**src/core/drive_flags_pkg.sv**
```systemverilog
// shared offsets, field positions, reset values and timing for the drive flag words
package drive_flags_pkg;
   localparam int unsigned CLK_HZ        = 100_000_000;
   localparam int unsigned WORD_W        = 16;
   localparam int unsigned ADDR_W        = 16;
   // register addresses
   localparam logic [15:0] ADDR_FAULT    = 16'h0000;
   localparam logic [15:0] ADDR_STATUS   = 16'h0001;
   // fault word fields
   localparam int unsigned F_RAIL        = 0;
   localparam int unsigned F_CURRENT     = 1;
   localparam int unsigned F_SUP_HIGH    = 2;
   localparam int unsigned F_SUP_LOW     = 3;
   localparam int unsigned F_HEAT        = 4;
   localparam int unsigned F_PARAM       = 5;
   localparam int unsigned F_PHASE       = 6;
   localparam int unsigned F_TRACK       = 7;
   localparam int unsigned F_ENCODER     = 8;
   localparam int unsigned FAULT_BITS    = 9;
   // status word fields
   localparam int unsigned S_ACTIVE      = 0;
   localparam int unsigned S_ALARM       = 1;
   localparam int unsigned S_SETTLED     = 2;
   localparam int unsigned S_MOTION      = 3;
   localparam int unsigned S_HOMED       = 4;
   localparam int unsigned S_READY       = 5;
   localparam int unsigned S_SPEED       = 6;
   localparam int unsigned S_BRAKE       = 7;
   localparam int unsigned S_POS_LIM     = 8;
   localparam int unsigned S_NEG_LIM     = 9;
   localparam int unsigned S_SUPPLY      = 10;
   localparam int unsigned S_TORQUE      = 11;
   localparam int unsigned STATUS_BITS   = 12;
   // reset values
   localparam logic [15:0] FAULT_RESET   = 16'h0000;
   localparam logic [15:0] STATUS_RESET  = 16'h0001;
   localparam logic        ACTIVE_RESET  = 1'b1;
   // ready delay after enabling
   localparam int unsigned READY_DELAY_MS = 100;
   localparam int unsigned READY_CYCLES   = READY_DELAY_MS * (CLK_HZ / 1000);
   localparam int unsigned READY_CNT_W    = 24;
endpackage

```
**src/core/flag_sync_if.sv**
```systemverilog
// carrier between the flag word module and its input synchroniser
`timescale 1ns/1ns
`default_nettype none
interface flag_sync_if #(parameter int WIDTH = 8);
   logic [WIDTH-1:0] raw;
   logic [WIDTH-1:0] clean;
   modport sync (input raw, output clean);
   modport user (output raw, input clean);
endinterface
`default_nettype wire

```
**src/core/drive_alarm_status_regs.sv**
```systemverilog
// fault and status flag words of the stepper drive, read over the register port
`timescale 1ns/1ns
`default_nettype none

module drive_alarm_status_regs
   import drive_flags_pkg::*;
#(
   parameter int unsigned READY_DELAY = drive_flags_pkg::READY_CYCLES
) (
   // clock and reset
   input  wire logic                         clk,
   input  wire logic                         rst,
   // fault conditions from sensing logic
   input  wire logic                         encoder_fault,
   input  wire logic                         tracking_error,
   input  wire logic                         phase_loss_alarm,
   input  wire logic                         param_check_error,
   input  wire logic                         heat_alarm,
   input  wire logic                         supply_low_alarm,
   input  wire logic                         supply_high_alarm,
   input  wire logic                         current_alarm,
   input  wire logic                         internal_rail_fault,
   // drive state conditions
   input  wire logic                         torque_reached,
   input  wire logic                         supply_present,
   input  wire logic                         neg_limit_hit,
   input  wire logic                         pos_limit_hit,
   input  wire logic                         brake_released,
   input  wire logic                         speed_reached,
   input  wire logic                         homing_done,
   input  wire logic                         in_motion,
   input  wire logic                         position_settled,
   // mode qualifiers
   input  wire logic                         internal_pulse_mode,
   input  wire logic                         closed_loop_mode,
   // enable control, one-cycle pulses from the command decoder
   input  wire logic                         enable_req,
   input  wire logic                         disable_req,
   // motion command gate
   input  wire logic                         motion_cmd,
   input  wire logic                         stop_cmd,
   output logic                              motion_cmd_accept,
   output logic                              stop_cmd_accept,
   // register read port
   input  wire logic                         rd_en,
   input  wire logic [drive_flags_pkg::ADDR_W-1:0] rd_addr,
   output logic [drive_flags_pkg::WORD_W-1:0]      rd_data,
   output logic                              rd_valid,
   output logic                              rd_error,
   // flag outputs
   output logic                              drive_active,
   output logic                              drive_ready,
   output logic                              alarm_present
);
   import drive_flags_pkg::*;

   // nine fault pins, nine state pins and the two mode qualifiers
   localparam int unsigned IN_BITS = FAULT_BITS + STATUS_BITS - 3 + 2;

   flag_sync_if #(.WIDTH(IN_BITS)) cond ();

   logic [FAULT_BITS-1:0]  fault_flags;
   logic [IN_BITS-1:0]     in_sync;
   logic                   ready_flag;
   logic [READY_CNT_W-1:0] ready_cnt;
   logic [WORD_W-1:0]      fault_word;
   logic [WORD_W-1:0]      status_word;
   logic                   speed_bit;
   logic                   settled_bit;

   // all condition pins arrive from outside the clock domain
   assign cond.raw = {internal_pulse_mode, closed_loop_mode, position_settled, in_motion,
                      homing_done, speed_reached, brake_released, pos_limit_hit,
                      neg_limit_hit, supply_present, torque_reached, encoder_fault,
                      tracking_error, phase_loss_alarm, param_check_error, heat_alarm,
                      supply_low_alarm, supply_high_alarm, current_alarm,
                      internal_rail_fault};

   flag_sync #(.WIDTH(IN_BITS)) u_sync (
      .clk  (clk),
      .rst  (rst),
      .bank (cond)
   );

   assign in_sync = cond.clean;

   // fault flags follow their conditions, live
   always_ff @(posedge clk or posedge rst) begin
      if (rst) begin
         fault_flags <= FAULT_RESET[FAULT_BITS-1:0];
      end else begin
         fault_flags[F_ENCODER]  <= in_sync[F_ENCODER];
         fault_flags[F_TRACK]    <= in_sync[F_TRACK];
         fault_flags[F_PHASE]    <= in_sync[F_PHASE];
         fault_flags[F_PARAM]    <= in_sync[F_PARAM];
         fault_flags[F_HEAT]     <= in_sync[F_HEAT];
         fault_flags[F_SUP_LOW]  <= in_sync[F_SUP_LOW];
         fault_flags[F_SUP_HIGH] <= in_sync[F_SUP_HIGH];
         fault_flags[F_CURRENT]  <= in_sync[F_CURRENT];
         fault_flags[F_RAIL]     <= in_sync[F_RAIL];
      end
   end

   assign alarm_present = |fault_flags;

   // enable state; powers up enabled
   always_ff @(posedge clk or posedge rst) begin
      if (rst) begin
         drive_active <= ACTIVE_RESET;
      end else if (disable_req) begin
         drive_active <= 1'b0;
      end else if (enable_req) begin
         drive_active <= 1'b1;
      end
   end

   // ready only after the enable has held for the full delay
   always_ff @(posedge clk or posedge rst) begin
      if (rst) begin
         ready_cnt  <= '0;
         ready_flag <= 1'b0;
      end else if (!drive_active) begin
         ready_cnt  <= '0;
         ready_flag <= 1'b0;
      end else if (ready_cnt >= READY_CNT_W'(READY_DELAY - 1)) begin
         ready_flag <= 1'b1;
      end else begin
         ready_cnt <= ready_cnt + 1'b1;
      end
   end

   assign drive_ready = ready_flag;

   // mode-qualified status bits
   assign speed_bit   = in_sync[IN_BITS-1] & in_sync[FAULT_BITS+5];
   assign settled_bit = in_sync[IN_BITS-2] & in_sync[FAULT_BITS+8];

   // while running only a stop is taken
   assign motion_cmd_accept = motion_cmd & ~in_sync[FAULT_BITS+7];
   assign stop_cmd_accept   = stop_cmd;

   always_comb begin
      fault_word                     = '0;
      fault_word[FAULT_BITS-1:0]     = fault_flags;
      status_word                    = '0;
      status_word[S_TORQUE]          = in_sync[FAULT_BITS];
      status_word[S_SUPPLY]          = in_sync[FAULT_BITS+1];
      status_word[S_NEG_LIM]         = in_sync[FAULT_BITS+2];
      status_word[S_POS_LIM]         = in_sync[FAULT_BITS+3];
      status_word[S_BRAKE]           = in_sync[FAULT_BITS+4];
      status_word[S_SPEED]           = speed_bit;
      status_word[S_READY]           = ready_flag;
      status_word[S_HOMED]           = in_sync[FAULT_BITS+6];
      status_word[S_MOTION]          = in_sync[FAULT_BITS+7];
      status_word[S_SETTLED]         = settled_bit;
      status_word[S_ALARM]           = alarm_present;
      status_word[S_ACTIVE]          = drive_active;
   end

   // registered read answer, one cycle after the request
   always_ff @(posedge clk or posedge rst) begin
      if (rst) begin
         rd_data  <= '0;
         rd_valid <= 1'b0;
         rd_error <= 1'b0;
      end else begin
         rd_valid <= rd_en;
         rd_error <= 1'b0;
         rd_data  <= '0;
         if (rd_en) begin
            case (rd_addr)
               ADDR_FAULT:  rd_data <= fault_word;
               ADDR_STATUS: rd_data <= status_word;
               default:     rd_error <= 1'b1;
            endcase
         end
      end
   end
endmodule
`default_nettype wire

```
**src/core/flag_sync.sv**
```systemverilog
// two-flop synchroniser for a bank of asynchronous condition inputs
`timescale 1ns/1ns
`default_nettype none
module flag_sync #(
   parameter int WIDTH = 8
) (
   // clock and reset
   input  wire logic clk,
   input  wire logic rst,
   // condition bank
   flag_sync_if.sync bank
);
   logic [WIDTH-1:0] stage_a;
   logic [WIDTH-1:0] stage_b;

   always_ff @(posedge clk or posedge rst) begin
      if (rst) begin
         stage_a <= '0;
         stage_b <= '0;
      end else begin
         stage_a <= bank.raw;
         stage_b <= stage_a;
      end
   end

   assign bank.clean = stage_b;
endmodule
`default_nettype wire

```
**config.mk**
```make
export PLATFORM = sky130hd
export DESIGN_NAME = drive_alarm_status_regs
export DESIGN_NICKNAME = d
export VERILOG_FILES = /design/src/core/drive_flags_pkg.sv /design/src/core/flag_sync_if.sv /design/src/core/drive_alarm_status_regs.sv /design/src/core/flag_sync.sv
export SDC_FILE = /design/constraint.sdc
export NUM_CORES = 1
export LEC_CHECK = 0
export BUFFER_PORTS_ARGS = -buffer_cell sky130_fd_sc_hd__buf_2
export CORE_MARGIN = 2
export CORE_UTILIZATION = 49
export CTS_CLUSTER_SIZE = 30
export DETAILED_ROUTE_END_ITERATION = 10
export PLACE_DENSITY = 0.74
export SLEW_MARGIN = 10
export SYNTH_ARGS = -nofsm -noshare
export SYNTH_HDL_FRONTEND = slang
export SYNTH_SLANG_ARGS = --single-unit
```
**constraint.sdc**
```tcl
create_clock -name clk -period 2.6 [get_ports clk]
set_input_delay 0.26 -clock clk [delete_from_list [all_inputs] [get_ports clk]]
set_output_delay 0.26 -clock clk [all_outputs]
set_load 0.03 [all_outputs]
```
Word level (Yosys, flattened, before mapping)

Index checks and enable logic that the tools add are counted.

$add $sub $neg: 1
Multipliers: 0
Div/mod/pow operators: 0
Order comparisons: 1
Equality and inequality tests: 3
Shifts and indexed selects: 0
Mux-type cells: 10
Bitwise operators: 4
Reduce and logical (&&, ||, !) cells: 4

Operators by type and width:

| kind                  | count |
|---|---|
| $mux 24               | 2 |
| $add 24x1->24 const B | 1 |
| $ge 24x24->1 const B  | 1 |
| $pmux 12 s2           | 1 |
| $eq 16x1->1 const B   | 1 |
| $logic_not 16->1      | 1 |
| $mux 12               | 1 |
| $reduce_or 9->1       | 1 |
| $mux 1                | 6 |
| $and 1x1->1           | 3 |
| $ne 2x1->1 const B    | 1 |
| $ne 2x2->1 const B    | 1 |
| $reduce_bool 2->1     | 1 |
| $reduce_or 2->1       | 1 |
| $not 1->1             | 1 |

Register bits after elaboration: 93
Bits in latches: 0
Bits in writable memories: 0
Memory bits (read-only): 0
Bits of input ports: 43
Output and inout bits: 23
Logic and storage cells: 32
Memories: 0

Depth between registers and ports, before layout

Depth after elaboration: 4
Mapped depth: 8
Depth with buffers taken out: 6

By module

Synthesis repeated with hierarchy kept, for this count alone.

Cell total of the unflattened synthesis: 266
Area, all modules: 3,315.7 um^2

Modules (own cells, without submodules):

| module                  | instances | cells each | area each (um^2) | sequential area each (um^2) |
|---|---|---|---|---|
| drive_alarm_status_regs | 1         | 225        | 2,311.0          | 1,227.4 |
| flag_sync               | 1         | 41         | 1,004.7          | 1,001.0 |

Least setup slack after synthesis

Ideal clock, no wire load.

Path kind: reg2reg
Start: register ready_cnt[17]
End: register ready_cnt[0]
Setup time: 0.137 ns
Data arrival time: 2.150 ns
Required time: 2.463 ns
Setup slack: 0.313 ns
Cell stages (with the launch flop): 8
Buffers on the path: 2
Period minus slack after synthesis: 2.287 ns
Cell sequence: dfrtp_1 > or3_1 > or4_4 > o41ai_4 > buf_6 > buf_12 > xor2_2 > nor2_1

Word-level cells in the longest chain between the ends: 2

RTL lines:

| what                   | RTL line                       | RTL |
|---|---|---|
| start, declared        | drive_alarm_status_regs.sv:65  | `logic [READY_CNT_W-1:0] ready_cnt;` |
| start signal, assigned | drive_alarm_status_regs.sv:128 | `ready_cnt <= ready_cnt + 1'b1;` |
| $ge 24x24->1           | drive_alarm_status_regs.sv:125 | `end else if (ready_cnt >= READY_CNT_W'(READY_DELAY - 1)) begin` |
| $ne 2x2->1 (no line)   | -                              |  |

Every way passes these cells.
A chain may end at the register's enable or synchronous reset.

Worst setup path in the final report

Start: register ready_cnt[0]
End: register ready_cnt[15]

Word-level cells in the longest chain between the ends: 3
Elaborated cells on any way between the ends: 5
Those cells by class: 1 x add/sub; 1 x order compare; 1 x eq/ne; 2 x mux

RTL lines:

| what          | RTL line                       | RTL |
|---|---|---|
| $add 24x1->24 | drive_alarm_status_regs.sv:128 |  |
| $mux 24       | drive_alarm_status_regs.sv:125 |  |
| $mux 24       | drive_alarm_status_regs.sv:122 | `end else if (!drive_active) begin` |

Parallel ways exist; a longest one is shown, timed or not. The select of a mux whose other input is x is not followed.

==> run_results.csv <==
group,metric,value,unit
outcome,status,"completed",
placed_design,dp_hpwl,4200,microns
timing,period_minus_slack,2.36,ns
timing,drv_slew,0,
synthesis,ys_ff_latch,89,
pwr,leakagePower,1.96,nW
synthesis,synth_edf_count,0,
synthesis,synth_most_common_cell,"dfrtp_1",
detailed_routing,wl_per_cell,14.7,microns
global_route,antenna_found_initial,0,
timing,worst_hold_slack,0.0241,ns
pwr,ir_drop,0.000544,V
detailed_routing,drc_errors,0,
final_layout,layout-drive-gt1-share,29.2,%
cts,cts_tree,"yes",
synthesis,yosys.area_share.adder,0.372,%
cts,cts.clk_slew.worst_paths,0.10,ns
floorplan,die_h,86.9,microns
timing,setup_violations,0,
critical_path,end_kind,"flip-flop",
detailed_routing,wl_met3,274,microns
timing,finalClockSkew,0.0152,ns
cts,clockBufferDepth,2,
detailed_routing,wl_met2,3130,microns
floorplan,start_util,50.1,%
synthesis,yosysSeqAreaShare,66.2,%
cts,clk_latency,0.37,ns
synthesis,synth-compound-area-share,10.1,%
floorplan,io-pin-count,66,
timing,final-hold-violation-count,0,
detailed_routing,wl,6440,microns
detailed_routing,antenna_left,0,
final_layout,synthToLayoutAreaGrowth,23.9,%
critical_path,cp-start-kind,"flip-flop",
global_route,grt-ovfl-total,0,
synthesis,async_flop_share,100,%
cts,cts_buffers,9,
hold_path,hold_path_class,"in -> reg",
placed_design,portBuffers,59,
cts,clock_sinks,89,
global_route,grt_pass1_wl,10800,microns
critical_path,cp.arrival,2.65,ns
detailed_routing,wl_met1,2860,microns
timing,fin_setup_tns,0,ns
detailed_routing,drt_iter0_markers,176,
cts,cts-htree-levels,3,
floorplan,num_rows,30,
detailed_routing,dr.max_layer_used,"met4",
timing,timing.final.crit_share,90.7,%
synthesis,dominantRegCellSynth,"dfrtp_1",
timing,slew-limit-headroom,48.1,%
pwr,power,2.59,mW
synthesis,yosys.area.top_type,"dfrtp_1",
detailed_routing,vias,2316,
final_layout,fin_nets,398,
synthesis,ys_top_cells_by_count,"88 x dfrtp_1, 18 x nor2_1, 14 x nand2_1",
final_layout,fill_cells,528,
global_route,grt_pass1_vias,2301,
global_route,grt.total_usage,19.0,%
synthesis,synth_top_area_share,65.4,%
synthesis,ys_types,47,
timing,worst_pin_slew,0.778,ns
critical_path,worstPathRequired,2.89,ns
synthesis,syn_inst,266,
placed_design,gp_congestion,0.809,
floorplan,core,0.00672,sq mm
floorplan,die-width,86.9,microns
floorplan,dieArea,0.00755,sq mm
synthesis,syn_avg_cell_area,12.7,sq um
critical_path,crit_type,"reg -> reg",
run,maxCapViolCount,0,
synthesis,synthMuxAreaShare,2.08,%
synthesis,synthTopCellsByArea,"dfrtp_1 65%, or3_1 2.4%, mux2i_1 2.1%, nor2_1 2.0%, nand3_1 1.6%",
synthesis,synth_top_family_by_area,"simple AND/OR/NAND/NOR gates",
synthesis,syn-cell-area,0.00337,sq mm
global_route,grt_max_degree,45,
detailed_routing,drtPass1Iterations,4,
final_layout,n_antenna_cell,0,
cts,cts_resized,0,
synthesis,synthSimpleGateAreaFrac,15.5,%
synthesis,synth_xor_area_share,1.52,%
pwr,power_per_cell_area,622,mW/mm^2
detailed_routing,viasPerCell,5.28,
critical_path,cp_max_fo,11,
timing,rsz0062_at_grt,"no",
synthesis,synth_warnings,0,
cts,root_buffer,"clkbuf_8",
timing,max_freq,424,MHz
## worst max-delay path: stages, from the launching register on
cell,delay (ns)
dfrtp_1,0.44
ha_1,0.23
and2_1,0.21
a221oi_1,0.40
o41ai_4,0.16
buf_4,0.19
or4_1,0.51
a21oi_1,0.15
## final timing paths
path | depth (start not counted) | slack (ns) | to | start
max in group asynchronous | 4 | 1.27 | ready_cnt[10] | rst
setup / recovery | 7 | 0.24 | ready_cnt[15] | ready_cnt[0]
setup reg to reg | 7 | 0.24 | ready_cnt[15] | ready_cnt[0]
min in group asynchronous | 3 | 0.55 | u_sync.stage_a[1] | rst
hold / removal | 1 | 0.02 | u_sync.stage_a[9] | torque_reached
hold reg to reg | 0 | 0.35 | u_sync.bank.clean[11] | u_sync.stage_a[11]
## state kept, by name, summed over array words and instances (netlist names)
name and count:
drive_ready 1, rd_data 12, ready_cnt 24, rd_valid 1, rd_error 1, u_sync.bank.clean 20, drive_active 1, fault_flags 9
u_sync.stage_a 20
## placed cells by master (no fill, tap or decap), drive strengths merged, types with 4 or more instances in the layout
cell type    netlist  routed
conb               1       4
nand2             14      14
nor2              18      18
o31ai              6       6
nor4               7       7
dlygate4sd3        0      21
and3               6       6
a21oi             16      16
or4                7       7
dfrtp             88      88
inv               10      14
nand4              7       7
or3               13      13
buf                9      67
nand3             11      11
o21ai             11      11
clkbuf             5      10
mux2i              7       7
## layout make-up
cell class | instances | area, sq um | area share [%]
Sequential cell | 89 | 2230 | 53.4
Multi-Input combinational cell | 156 | 1010 | 24.3
Timing Repair Buffer | 88 | 578 | 13.9
Clock buffer | 10 | 138 | 3.30
Tap cell | 80 | 100 | 2.40
Clock inverter | 6 | 76.3 | 1.83
Inverter | 10 | 38.8 | 0.930
## per-layer routing
metal / up-vias / GRT usage [%]
met4: 0 / 9.52
met3: 17 / 5.97
met5: - / 0
met2: 65 / 29.0
met1: 1117 / 24.7
li1: 1117 / -
## through the flow
| step | instances | util, % | cell area (sq um) | setup WS [ns] |
|---|---|---|---|---|
| 6_report | 439 | 62.1 | 4170 | 0.242 |
| 5_1_grt | 439 | 62.1 | 4170 | 0.0749 |
| 4_1_cts | 439 | 62.1 | 4170 | 0.240 |
| 3_5_place_dp | 402 | 55.8 | 3750 | 0.251 |
| 3_3_place_gp | 402 | 55.8 | 3750 | 0.309 |
| 2_1_floorplan | 269 | - | 3380 | 0.0347 |
## timing repair
action / CTS / global route
hold endpoints to repair: 57 / 0
hold buffers: 21 / 0
setup buffers: 0 / 0
## logic make-up (layout without fill, tap and decap cells)
kind of cell	after synthesis	in the layout
buffers and inverters	24	114
and+or+nand+nor	95	95
AOI/OAI and AO/OA	44	44
xor gates and xnor gates	5	5
DFF	89	89
adders and majority gates	1	1
muxes	7	7
other	1	4
## where the power goes
group          internal, mW  switching, mW  total, mW
Combinational        0.0585         0.0760      0.135
Sequential             1.43         0.0203       1.45
Clock                 0.491          0.521       1.01
(Power assumes the default switching activity.)
